<file path="src/rtl/acr_pkg.sv">
// package of offsets, fields, codes and rate constants for the config register pair
package acr_pkg;

    // ==========================================================
    // register addresses and reset values
    localparam logic [1:0] ACR_ADDR_INPUT_GAIN = 2'h0;
    localparam logic [1:0] ACR_ADDR_RATE_MODE = 2'h1;
    localparam logic [7:0] ACR_RST_INPUT_GAIN = 8'h00;
    localparam logic [7:0] ACR_RST_RATE_MODE = 8'h00;

    // ==========================================================
    // field positions, register 0
    localparam int ACR_SEL_LSB = 4;
    localparam int ACR_SEL_MSB = 7;
    localparam int ACR_GAIN_LSB = 1;
    localparam int ACR_GAIN_MSB = 3;
    localparam int ACR_SKIP_BIT = 0;

    // ==========================================================
    // field positions, register 1
    localparam int ACR_RATE_LSB = 5;
    localparam int ACR_RATE_MSB = 7;
    localparam int ACR_MODE_LSB = 3;
    localparam int ACR_MODE_MSB = 4;
    localparam int ACR_CONT_BIT = 2;
    localparam int ACR_TEMP_BIT = 1;
    localparam int ACR_BURN_BIT = 0;

    // ==========================================================
    // input select codes
    localparam logic [3:0] ACR_SEL_DIFF_LAST = 4'h7;
    localparam logic [3:0] ACR_SEL_GND_LAST = 4'hB;
    localparam logic [3:0] ACR_SEL_MON_REF = 4'hC;
    localparam logic [3:0] ACR_SEL_MON_SUPPLY = 4'hD;
    // negative-input code meaning analog ground
    localparam logic [2:0] ACR_NEG_GROUND = 3'h4;
    // highest gain code that the switched-capacitor stage can realise (gain 4)
    localparam logic [2:0] ACR_GAIN_SC_LAST = 3'h2;
    localparam logic [2:0] ACR_GAIN_RESERVED_RATE = 3'h7;

    // ==========================================================
    // operating modes
    typedef enum logic [1:0] {
        ACR_MODE_NORMAL = 2'b00,
        ACR_MODE_DUTY = 2'b01,
        ACR_MODE_TURBO = 2'b10,
        ACR_MODE_RSVD = 2'b11
    } acr_mode_t;

    // modulator clock in kHz per mode
    localparam logic [9:0] ACR_MOD_KHZ_NORMAL = 10'd256;
    localparam logic [9:0] ACR_MOD_KHZ_TURBO = 10'd512;

    // normal-mode rates in samples per second, codes 0 to 6
    localparam logic [10:0] ACR_SPS_0 = 11'd20;
    localparam logic [10:0] ACR_SPS_1 = 11'd45;
    localparam logic [10:0] ACR_SPS_2 = 11'd90;
    localparam logic [10:0] ACR_SPS_3 = 11'd175;
    localparam logic [10:0] ACR_SPS_4 = 11'd330;
    localparam logic [10:0] ACR_SPS_5 = 11'd600;
    localparam logic [10:0] ACR_SPS_6 = 11'd1000;

endpackage

</file>
<file path="src/rtl/acr_config_regs.sv">
// configuration registers 0 and 1 with front-end, modulator and sequencer decode
// Functional notes
// decode input pairs, reset 0 vs 1
// monitor codes route ref/supply quarter, bypass amplifier
// host sets skip, gains 1-4 for ground
// gain code is power of two
// skipped amplifier uses switched-capacitor gain
// skip bit bypasses amplifier only gains 1-4
// rate code read per operating mode
// mode field: normal, duty, turbo, reserved
// bit 2 selects continuous conversion
// temperature mode ignores register 0, internal reference
// bit 0 turns burn-out sources on
// all fields read/write, reset zero
// access only by commands, kept in power-down
// write applies at command's last edge
// write command end restarts filter, conversions
// rate table, quarter in duty, double turbo
// reserved codes stored, never used as selection
`timescale 1ns/1ps
module acr_config_regs
(
    input wire logic i_sys_clk,                  // 200 MHz system clock
    input wire logic i_reset,                    // synchronous reset, active high
    input wire logic i_clk_en,                   // freezes all state while low, but i_reset still clears it
    input wire logic i_wr_en,                    // byte write, at last serial falling edge
    input wire logic [1:0] i_wr_addr,            // register address of the byte
    input wire logic [7:0] i_wr_data,            // byte to store
    input wire logic i_wr_cmd_done,              // register_write_cmd fully clocked in
    input wire logic [1:0] i_rd_addr,            // register_read_cmd address
    output logic [7:0] o_rd_data,                // registered read data
    output logic [2:0] o_positive_input,         // positive input index
    output logic [2:0] o_negative_input,         // negative input, 4 = analog ground
    output logic o_mon_reference,                // reference / 4 monitor
    output logic o_mon_analog_supply,            // analog supply / 4 monitor
    output logic o_input_valid,                  // front end connected
    output logic [2:0] o_gain_code,              // effective gain code
    output logic [7:0] o_gain_factor,            // effective gain 1..128
    output logic o_lna_enable,                   // low_noise_amplifier powered and used
    output logic o_sc_gain_enable,               // switched-capacitor stage does the gain
    output logic o_temp_sensor_enable,           // temperature sensor mode
    output logic o_internal_ref_force,           // internal reference forced
    output logic o_burnout_source_on,            // 10 uA burn-out sources on
    output logic o_continuous_select,            // continuous conversions
    output logic [1:0] o_op_mode,                // operating mode code
    output logic o_mode_valid,                   // mode code not reserved
    output logic [9:0] o_mod_clk_khz,            // modulator clock in kHz
    output logic o_duty_cycle,                   // one quarter duty operation
    output logic [2:0] o_rate_select,            // rate code
    output logic o_rate_valid,                   // rate code and mode defined
    output logic [13:0] o_rate_qsps,             // output rate in quarter samples/s
    output logic o_filter_restart                // one-cycle filter reset and restart
);
    import acr_pkg::*;

    // ==========================================================
    // state
    typedef struct packed {
        logic [7:0] input_gain_config;
        logic [7:0] rate_mode_config;
        logic [7:0] rd_data;
        logic [2:0] pos;
        logic [2:0] neg;
        logic mon_ref;
        logic mon_sup;
        logic in_valid;
        logic [2:0] gain;
        logic [7:0] gain_factor;
        logic lna_en;
        logic sc_en;
        logic [1:0] mode;
        logic mode_valid;
        logic [9:0] mod_khz;
        logic duty;
        logic rate_valid;
        logic [13:0] rate_qsps;
        logic restart;
    } acr_state_t;

    acr_state_t state;
    acr_state_t next_state;

    logic [2:0] dec_pos;
    logic [2:0] dec_neg;
    logic dec_mon_ref;
    logic dec_mon_sup;
    logic dec_valid;
    logic [7:0] next_cfg0;

    // ==========================================================
    // input select decode
    // register 0 after this edge, kept apart from next_state so no false loop forms
    assign next_cfg0 = (i_wr_en && i_wr_addr == ACR_ADDR_INPUT_GAIN) ? i_wr_data
        : state.input_gain_config;

    acr_input_decode u_decode
    (
        .i_sel_code(next_cfg0[ACR_SEL_MSB:ACR_SEL_LSB]),
        .o_pos_input(dec_pos),
        .o_neg_input(dec_neg),
        .o_mon_ref(dec_mon_ref),
        .o_mon_supply(dec_mon_sup),
        .o_sel_valid(dec_valid)
    );

    // normal-mode rate per code, reserved code gives zero
    function automatic logic [10:0] base_sps(input logic [2:0] code);
        logic [10:0] sps;
        case (code)
            3'h0: sps = ACR_SPS_0;
            3'h1: sps = ACR_SPS_1;
            3'h2: sps = ACR_SPS_2;
            3'h3: sps = ACR_SPS_3;
            3'h4: sps = ACR_SPS_4;
            3'h5: sps = ACR_SPS_5;
            3'h6: sps = ACR_SPS_6;
            default: sps = 11'h000;
        endcase
        return sps;
    endfunction

    // ==========================================================
    // next state
    always_comb
    begin
        logic [2:0] gain_raw;
        logic skip;
        logic temp;
        logic [2:0] rate;
        logic [13:0] sps4;
        gain_raw = 3'h0;
        skip = 1'b0;
        temp = 1'b0;
        rate = 3'h0;
        sps4 = 14'h0000;
        next_state = state;
        next_state.restart = 1'b0;
        // registers change only on a decoded write; no power-down clears them
        if (i_wr_en)
        begin
            if (i_wr_addr == ACR_ADDR_INPUT_GAIN)
            begin
                next_state.input_gain_config = i_wr_data;
            end
            else if (i_wr_addr == ACR_ADDR_RATE_MODE)
            begin
                next_state.rate_mode_config = i_wr_data;
            end
        end
        if (i_wr_cmd_done)
        begin
            next_state.restart = 1'b1;
        end
        // read data from the stored bytes; other addresses live elsewhere
        if (i_rd_addr == ACR_ADDR_INPUT_GAIN)
        begin
            next_state.rd_data = state.input_gain_config;
        end
        else if (i_rd_addr == ACR_ADDR_RATE_MODE)
        begin
            next_state.rd_data = state.rate_mode_config;
        end
        else
        begin
            next_state.rd_data = 8'h00;
        end

        gain_raw = next_state.input_gain_config[ACR_GAIN_MSB:ACR_GAIN_LSB];
        skip = next_state.input_gain_config[ACR_SKIP_BIT];
        temp = next_state.rate_mode_config[ACR_TEMP_BIT];
        rate = next_state.rate_mode_config[ACR_RATE_MSB:ACR_RATE_LSB];

        // front end; temperature mode disconnects the inputs and ignores register 0
        if (temp)
        begin
            next_state.pos = 3'h0;
            next_state.neg = 3'h0;
            next_state.mon_ref = 1'b0;
            next_state.mon_sup = 1'b0;
            next_state.in_valid = 1'b0;
            next_state.gain = 3'h0;
            next_state.lna_en = 1'b0;
            next_state.sc_en = 1'b0;
        end
        else
        begin
            next_state.pos = dec_pos;
            next_state.neg = dec_neg;
            next_state.mon_ref = dec_mon_ref;
            next_state.mon_sup = dec_mon_sup;
            next_state.in_valid = dec_valid;
            next_state.gain = gain_raw;
            // ground-referred inputs rely on the host setting skip and a low gain
            if (dec_mon_ref || dec_mon_sup)
            begin
                next_state.lna_en = 1'b0;
            end
            else if (gain_raw > ACR_GAIN_SC_LAST)
            begin
                next_state.lna_en = 1'b1;
            end
            else
            begin
                next_state.lna_en = ~skip;
            end
            next_state.sc_en = ~next_state.lna_en;
        end
        next_state.gain_factor = 8'h01 << next_state.gain;

        // modulator and rate
        next_state.mode = next_state.rate_mode_config[ACR_MODE_MSB:ACR_MODE_LSB];
        next_state.mode_valid = next_state.mode != ACR_MODE_RSVD;
        next_state.duty = next_state.mode == ACR_MODE_DUTY;
        if (next_state.mode == ACR_MODE_TURBO)
        begin
            next_state.mod_khz = ACR_MOD_KHZ_TURBO;
        end
        else if (next_state.mode_valid)
        begin
            next_state.mod_khz = ACR_MOD_KHZ_NORMAL;
        end
        else
        begin
            next_state.mod_khz = 10'h000;
        end
        // quarter-sps units keep the duty-cycle fractions exact
        sps4 = {1'b0, base_sps(rate), 2'b00};
        next_state.rate_valid = next_state.mode_valid && rate != ACR_GAIN_RESERVED_RATE;
        if (!next_state.rate_valid)
        begin
            next_state.rate_qsps = 14'h0000;
        end
        else if (next_state.mode == ACR_MODE_DUTY)
        begin
            next_state.rate_qsps = {2'b00, sps4[13:2]};
        end
        else if (next_state.mode == ACR_MODE_TURBO)
        begin
            next_state.rate_qsps = {sps4[12:0], 1'b0};
        end
        else
        begin
            next_state.rate_qsps = sps4;
        end
    end

    // ==========================================================
    // registers
    always_ff @(posedge i_sys_clk)
    begin
        if (i_reset)
        begin
            state <= '0;
            state.input_gain_config <= ACR_RST_INPUT_GAIN;
            state.rate_mode_config <= ACR_RST_RATE_MODE;
            state.gain_factor <= 8'h01;
            state.lna_en <= 1'b1;
            state.in_valid <= 1'b1;
            state.neg <= 3'h1;
            state.mode_valid <= 1'b1;
            state.mod_khz <= ACR_MOD_KHZ_NORMAL;
            state.rate_valid <= 1'b1;
            state.rate_qsps <= 14'h0050;
        end
        else if (i_clk_en)
        begin
            state <= next_state;
        end
    end

    // ==========================================================
    // outputs
    assign o_rd_data = state.rd_data;
    assign o_positive_input = state.pos;
    assign o_negative_input = state.neg;
    assign o_mon_reference = state.mon_ref;
    assign o_mon_analog_supply = state.mon_sup;
    assign o_input_valid = state.in_valid;
    assign o_gain_code = state.gain;
    assign o_gain_factor = state.gain_factor;
    assign o_lna_enable = state.lna_en;
    assign o_sc_gain_enable = state.sc_en;
    assign o_temp_sensor_enable = state.rate_mode_config[ACR_TEMP_BIT];
    assign o_internal_ref_force = state.rate_mode_config[ACR_TEMP_BIT];
    assign o_burnout_source_on = state.rate_mode_config[ACR_BURN_BIT];
    assign o_continuous_select = state.rate_mode_config[ACR_CONT_BIT];
    assign o_op_mode = state.mode;
    assign o_mode_valid = state.mode_valid;
    assign o_mod_clk_khz = state.mod_khz;
    assign o_duty_cycle = state.duty;
    assign o_rate_select = state.rate_mode_config[ACR_RATE_MSB:ACR_RATE_LSB];
    assign o_rate_valid = state.rate_valid;
    assign o_rate_qsps = state.rate_qsps;
    assign o_filter_restart = state.restart;
endmodule

</file>
<file path="src/rtl/acr_input_decode.sv">
// input-select code decoder for the analog front end
`timescale 1ns/1ps
module acr_input_decode
(
    input wire logic [3:0] i_sel_code,   // input_select field
    output logic [2:0] o_pos_input,      // positive input index 0..3
    output logic [2:0] o_neg_input,      // negative input index, 4 = analog ground
    output logic o_mon_ref,              // reference difference / 4 monitor
    output logic o_mon_supply,           // analog supply / 4 monitor
    output logic o_sel_valid             // code is a defined selection
);
    import acr_pkg::*;

    // ==========================================================
    // decode
    always_comb
    begin
        o_pos_input = 3'h0;
        o_neg_input = 3'h0;
        o_mon_ref = 1'b0;
        o_mon_supply = 1'b0;
        o_sel_valid = 1'b1;
        if (i_sel_code <= ACR_SEL_DIFF_LAST)
        begin
            case (i_sel_code[2:0])
                3'h0: begin o_pos_input = 3'h0; o_neg_input = 3'h1; end
                3'h1: begin o_pos_input = 3'h0; o_neg_input = 3'h2; end
                3'h2: begin o_pos_input = 3'h0; o_neg_input = 3'h3; end
                3'h3: begin o_pos_input = 3'h1; o_neg_input = 3'h2; end
                3'h4: begin o_pos_input = 3'h1; o_neg_input = 3'h3; end
                3'h5: begin o_pos_input = 3'h2; o_neg_input = 3'h3; end
                3'h6: begin o_pos_input = 3'h1; o_neg_input = 3'h0; end
                default: begin o_pos_input = 3'h3; o_neg_input = 3'h2; end
            endcase
        end
        else if (i_sel_code <= ACR_SEL_GND_LAST)
        begin
            o_pos_input = {1'b0, i_sel_code[1:0]};
            o_neg_input = ACR_NEG_GROUND;
        end
        else if (i_sel_code == ACR_SEL_MON_REF)
        begin
            o_mon_ref = 1'b1;
        end
        else if (i_sel_code == ACR_SEL_MON_SUPPLY)
        begin
            o_mon_supply = 1'b1;
        end
        else
        begin
            // 1110 and 1111 route nothing
            o_sel_valid = 1'b0;
        end
    end
endmodule

</file>
<file path="config.mk">
export PLATFORM = sky130hd
export DESIGN_NAME = acr_config_regs
export DESIGN_NICKNAME = d
export VERILOG_FILES = /design/src/rtl/acr_pkg.sv /design/src/rtl/acr_config_regs.sv /design/src/rtl/acr_input_decode.sv
export SDC_FILE = /design/constraint.sdc
export NUM_CORES = 1
export LEC_CHECK = 0
export ABC_AREA = 1
export CAP_MARGIN = 40
export CELL_PAD_IN_SITES_DETAIL_PLACEMENT = 1
export CELL_PAD_IN_SITES_GLOBAL_PLACEMENT = 1
export CORE_MARGIN = 2
export CORE_UTILIZATION = 25
export CTS_CLUSTER_SIZE = 8
export DETAILED_ROUTE_END_ITERATION = 12
export DONT_BUFFER_PORTS = 1
export PLACE_DENSITY = 0.59
export SYNTH_ARGS = -nofsm -noshare
export SYNTH_HDL_FRONTEND = slang
export SYNTH_HIERARCHICAL = 1
export SYNTH_SLANG_ARGS = --single-unit
</file>
<file path="constraint.sdc">
create_clock -name i_sys_clk -period 2.18 [get_ports i_sys_clk]
set_input_delay 0.218 -clock i_sys_clk [delete_from_list [all_inputs] [get_ports i_sys_clk]]
set_output_delay 0.218 -clock i_sys_clk [all_outputs]
set_load 0.01 [all_outputs]
</file>
==> impl_metrics.py, run 1 <==
metrics = {
    "logic_synthesis": {
        "synth_seq_cells": 65,
        "yosys.area_share.simple_pct": 25.6,
        "synth_xor_area_share_pct": 0,
        "synth_top_cell_area_share_pct": 36.8,
        "post_synth_mux_area_share_pct": 0,
        "synthDistinctLibCells": 31,
        "synthArstFlopShare_pct": 0,
        "synth_fa_ha_area_share_pct": 0,
        "yosysSeqAreaShare_pct": 36.8,
        "synth.area.top_cells": "dfxtp_1 37%, nand2_1 14%, buf_4 12%",
        "synth_common_cells": "130 x nand2_1, 65 x dfxtp_1, 58 x buf_4",
        "synth_top_cell_by_area": "dfxtp_1",
        "synth_flop_cell": "dfxtp_1",
        "synth_edf_count": 0,
        "synth_top_family_by_area": "simple AND/OR/NAND/NOR gates",
        "avgSynthCellArea_um2": 6.84,
        "ys_warn_count": 6,
        "syn_inst": 517,
        "synth_area_mm2": 0.00354,
        "post-synth-top-count-cell": "nand2_1",
        "synth_compound_area_share_pct": 17.0,
    },
    "floorplan": {
        "coreArea_mm2": 0.0138,
        "io_pins": 84,
        "die_w_um": 123,
        "rows": 43,
        "initial_utilization_pct": 25.6,
        "die_h_um": 123,
        "die_area_mm2": 0.0151,
    },
    "timing": {
        "finalCriticalPeriod_ps": 1630,
        "rsz0062_at_grt": "false",
        "max-slew-margin-rel_pct": 56.9,
        "slew_violations": 0,
        "setup_viol": 0,
        "fin_tns_setup_ps": 0,
        "worst_pin_slew_ps": 640,
        "max_freq_mhz": 613,
        "finalCritPeriodShare_pct": 74.8,
        "hold_viol_final": 0,
        "clock_skew_ps": 7.35,
    },
    "pwr": {
        "switching_share_pct": 25.7,
        "leakage_nw": 1.56,
        "seq_power_share_pct": 38.8,
        "p_switching_w": 0.000863,
        "powerDensity_mw_per_mm2": 910,
        "clockPowerShare_pct": 51.4,
        "intPower_w": 0.00249,
        "p_comb_share_pct": 9.8,
        "max-vdd-ir-drop_uv": 340,
    },
    "routing": {
        "drtPass1Iterations": 4,
        "drc": 0,
        "post_drt_via_cell_ratio": 4.57,
        "postRouteAntennaNets": 0,
        "routed_wl_um": 10700,
        "dr.first_iter.drc_count": 165,
        "route.detailed.wl_per_inst_um": 16.4,
        "vias": 2973,
    },
    "critical_path": {
        "critPathMostFrequentCell": "nand2_1",
        "start_kind": "input port",
        "critical_path.cell_chain": "nor2_1 -> nand2_1 -> o21ai_0 -> nand2_1 -> inv_2 -> nand2_1 -> nor2_1 -> nor2_1 -> nand2_1 -> nand2_1 -> a21oi_1",
        "setup.worst_path.end_class": "register",
        "worst-setup-path-type": "in -> reg",
        "crit_slowest_cell": "o21ai_0",
        "arrival_ps": 1910,
        "cp_slowest_stage_delay_ps": 490,
        "worst-path-max-fanout": 13,
        "critical_path_required_ps": 2460,
    },
    "cts": {
        "clk_pin_slew_worst_paths_ps": 60,
        "cts.htree.levels": 3,
        "ctsResizeCount": 0,
        "clock_latency_ps": 340,
        "cts_sinks": 65,
        "numCtsBuffers": 9,
        "cts_setup_buffers": 0,
        "cts_tree": "done",
        "ctsHoldBuffers": 2,
        "cts_root_buf": "clkbuf_16",
        "clock_path_buffers": 2,
    },
    "global_route": {
        "grt_max_degree": 40,
        "antenna_found_initial": 0,
        "grtUsageTotal_pct": 14.8,
        "grt_overflow_total": 0,
        "first_global_vias": 3026,
        "grt_pass1_wl_um": 16800,
    },
    "finish": {
        "nets": 482,
        "post_route_cells_drive_above_1_share_pct": 9.79,
        "area_delta_synth_final_pct": 4.24,
        "multiInputGateArea_mm2": 0.00155,
        "fin_area_mm2": 0.00369,
        "nFillCells": 1687,
        "regArea_mm2": 0.00130,
        "antennaDiodeCount": 0,
    },
    "place": {
        "portBuffers": 0,
        "dpl_cell_area_mm2": 0.00331,
        "hpwl_um": 7740,
        "gp_congestion": 0.863,
    },
    "min_path": {
        "hp-class": "in -> reg",
    },
    "run_status": {
        "status": "finished clean",
    },
    "run": {
        "drv_cap": 0,
    },
}
## final cells by class
cell class | instances | share of cell area (%)
Tap cell | 180 | 6.11
Clock buffer | 10 | 6.48
Timing Repair Buffer | 8 | 2.04
Multi-Input combinational cell | 331 | 41.9
Clock inverter | 6 | 3.09
Inverter | 50 | 5.09
Sequential cell | 65 | 35.3
## power by group through the flow
stage                     combinational (W)  clock [W]  sequential (W)
after CTS                          0.000330    0.00177         0.00130
after floorplan                    0.000340          0         0.00129
after global placement             0.000301          0         0.00133
after detailed placement           0.000310          0         0.00133
after global routing               0.000377    0.00184         0.00131
final                              0.000329    0.00173         0.00130
## path summary, 6_finish.rpt
kind,startpoint,end,slack (ps),cells past startpoint
worst max register to register,state[72],o_sc_gain_enable,640,8
worst min-delay path,i_wr_cmd_done,o_filter_restart,30,2
worst max-delay path,i_wr_addr[0],o_sc_gain_enable,550,11
worst min register to register,state[75],state[75],480,2
## registers in the layout (all words and copies together) (netlist names), 2 cells and up
register,count
o_negative_input,3
o_mod_clk_khz,2
o_gain_code,3
o_rd_data,8
state,10
o_gain_factor,8
o_rate_select,3
o_positive_input,3
o_rate_qsps,13
## cell families after synthesis
logic type	count (synthesis)
and+or+nand+nor	212
other	2
buffers and inverters	129
DFF	65
AOI/OAI and AO/OA	109
## per-layer routing
metal / global-route usage, % / part of all wire, %
met1: 18.6 / 46
met2: 21.9 / 42
met3: 6.55 / 9.0
met4: 6.25 / 2.7
met5: 0 / 0
## stage by stage
step                      cells  power (W)  hold slack [ps]  setup WS [ps]  util [%]
final                       650    0.00336             26.3            549      26.7
after global routing        650    0.00352             35.7            368      26.7
after CTS                   650    0.00340             15.4            545      26.7
after detailed placement    632    0.00164              295            251      23.9
after global placement      632    0.00163              295            316      23.9
after floorplan             525    0.00163              353            435         -
## placed cells by master (no fill, tap or decap), drive strengths merged, types with 2 or more instances in the layout
| cell | instances |
|---|---|
| o221ai | 8 |
| buf | 7 |
| conb | 10 |
| nand3 | 22 |
| a21oi | 53 |
| o21ai | 42 |
| nor2 | 41 |
| nand4 | 6 |
| clkinvlp | 2 |
| dfxtp | 65 |
| bufinv | 3 |
| clkbuf | 10 |
| nand2 | 139 |
| a22oi | 3 |
| inv | 51 |
## worst max-delay path: cells and delay by family
| family | cells | cell delay (ps) |
|---|---|---|
| simple gates | 8 | 990 |
| buf+inv | 1 | 90 |
| compound gates | 2 | 600 |
No activity file was read; power rests on OpenSTA's default activity.
==> run 2: changes to the inputs <==
clock period = 1.59 ns   (was 2.18 ns; I/O delays follow)
==> run 2 against run 1 <==
Effect of this change: non-clock buffer count increased by 14; global-route usage decreased by 0.082 points; utilization increased by 0.74 points; wire length increased by 0.46%; cell area increased by 2.8%; sequential share of layout area decreased by 0.95 points; critical path type unchanged; via count increased by 3.2%; sequential cell count unchanged; hold slack got worse by 9.2 ps; largest cell class unchanged.
==> impl_metrics.py, run 2 (synthesis gave the netlist of run 1 again) <==
metrics = {
    "run_status": {
        "status": "finished clean",
    },
    "finish": {
        "antennaDiodeCount": 0,
        "final_common_cell": "nand2_1",
        "nets": 496,
        "post_route_cells_drive_above_1_share_pct": 11.8,
        "regArea_mm2": 0.00130,
        "most-common-layout-cells": "130 x nand2_1, 65 x dfxtp_1, 53 x a21oi_1",
        "largest_register_ffs": 13,
        "area_delta_synth_final_pct": 7.14,
        "fin_cells": 664,
        "nFillCells": 1667,
        "multiInputGateArea_mm2": 0.00155,
    },
    "min_path": {
        "hp-class": "in -> reg",
        "min-delay-start": "i_clk_en",
    },
    "cts": {
        "cts_tree": "done",
        "cts_root_buf": "clkbuf_16",
        "cts_setup_buffers": 0,
        "numCtsBuffers": 9,
        "cts_sinks": 65,
        "clk_pin_slew_worst_paths_ps": 60,
        "clock_latency_ps": 340,
        "clock_path_buffers": 2,
        "cts.htree.levels": 3,
    },
    "timing": {
        "finalCritPeriodShare_pct": 94.2,
        "max-slew-margin-rel_pct": 65.3,
        "hold_viol_final": 0,
        "rsz0062_at_grt": "false",
        "clock_skew_ps": 7.18,
        "worst_pin_slew_ps": 519,
        "timing.hold.ws_ps": 17.1,
        "fin_tns_setup_ps": 0,
        "finalCriticalPeriod_ps": 1500,
        "slew_violations": 0,
        "setup_viol": 0,
        "max_freq_mhz": 668,
    },
    "floorplan": {
        "die_w_um": 123,
        "rows": 43,
        "die_area_mm2": 0.0151,
        "io_pins": 84,
        "die_h_um": 123,
        "coreArea_mm2": 0.0138,
        "initial_utilization_pct": 25.6,
    },
    "global_route": {
        "grtUsageTotal_pct": 14.7,
        "antenna_found_initial": 0,
        "grt_overflow_total": 0,
        "grt_max_degree": 37,
        "grt_pass1_wl_um": 16800,
        "first_global_vias": 3113,
    },
    "routing": {
        "postRouteAntennaNets": 0,
        "drc": 0,
        "post_drt_via_cell_ratio": 4.62,
        "vias": 3068,
        "routed_wl_um": 10700,
        "route.detailed.wl_per_inst_um": 16.1,
        "drtPass1Iterations": 4,
        "dr.first_iter.drc_count": 115,
    },
    "place": {
        "gp_congestion": 0.842,
        "portBuffers": 0,
        "hpwl_um": 7910,
        "dpl.cell_count": 644,
    },
    "critical_path": {
        "worst-path-buf-inv": 1,
        "worst-path-max-fanout": 28,
        "cp_top_family": "buffers and inverters",
        "crit_path_start": "i_clk_en",
        "timing.rr.start": "o_rate_select[2]",
        "setup.worst_path.end_class": "register",
        "critPathMostFrequentCell": "nor2_1",
        "cp_slowest_stage_delay_ps": 860,
        "worst-setup-path-type": "in -> reg",
        "critical_path_required_ps": 1870,
        "start_kind": "input port",
        "crit_slowest_cell": "dlygate4sd3_1",
        "critical_path.cell_chain": "dlygate4sd3_1 -> nand2_1 -> nor2_2 -> nand2_1 -> nor2_1 -> nor2_1 -> nor2_1",
        "arrival_ps": 1770,
    },
    "pwr": {
        "leakage_nw": 1.62,
        "finalPower_w": 0.00457,
        "max-vdd-ir-drop_uv": 556,
        "powerDensity_mw_per_mm2": 1210,
    },
    "run": {
        "drv_cap": 0,
    },
}
## run 2: cell count changes in the layout (fill, tap and decap cells not counted)
cell | previous run | this run
clkinvlp_4 | 2 | 1
o21ai_0 | 33 | 30
dlygate4sd3_1 | 1 | 3
buf_4 | 6 | 18
inv_6 | 1 | 0
clkbuf_1 | 0 | 1
o21ai_1 | 8 | 11
clkinv_2 | 0 | 1
## run 2: where the power goes
group / total, W / switching, W / internal, W
Sequential: 0.00179 / 0.0000814 / 0.00170
Combinational: 0.000476 / 0.000321 / 0.000156
Clock: 0.00231 / 0.000742 / 0.00157
## run 2: what timing repair did
item,CTS,global route
resized for setup,0,1
setup endpoints to repair,0,7
endpoints found under the hold margin,44,0
hold buffers,4,0
## run 2: stage by stage
stage | util [%] | area, um2 | worst slack, ps
2_1_floorplan | - | 3570 | 25.1
3_3_place_gp | 24.6 | 3400 | 60.7
3_5_place_dp | 24.6 | 3400 | 19.9
4_1_cts | 27.4 | 3790 | 71.1
5_1_grt | 27.4 | 3790 | 1.80
6_report | 27.4 | 3790 | 92.7
## run 2: worst reg2reg max path, stage by stage, from the launching register on
cell and delay (ps):
dfxtp_1 400, inv_1 90, nand2_1 70, nand2_1 140, nand2_2 170, nand2_1 90
nand2_1 110, nand2_1 60, nand2_1 60, nor2_1 50, nor2_1 80, nor2_1 40
## run 2: final cells by class
type,instances,area share [%]
inverter,50,4.95
clock inverter,5,2.71
clock buffer,11,6.40
tap,180,5.94
sequential,65,34.3
timing repair buffer,22,4.88
multi-input combinational,331,40.8
## run 2: final timing paths
check | endpoint | slack, ps | cells after the start
max | o_rate_qsps[7] | 90 | 7
min | state[64] | 20 | 2
max reg2reg | o_rate_qsps[7] | 130 | 11
min reg2reg | state[70] | 480 | 2
## run 2: layer usage
layer	routed length [um]	track usage, %	up-vias
li1	-	-	1527
met1	4990	18.6	1462
met2	4710	22.5	68
met3	844	5.58	11
met4	169	5.75	0
met5	0	0	-
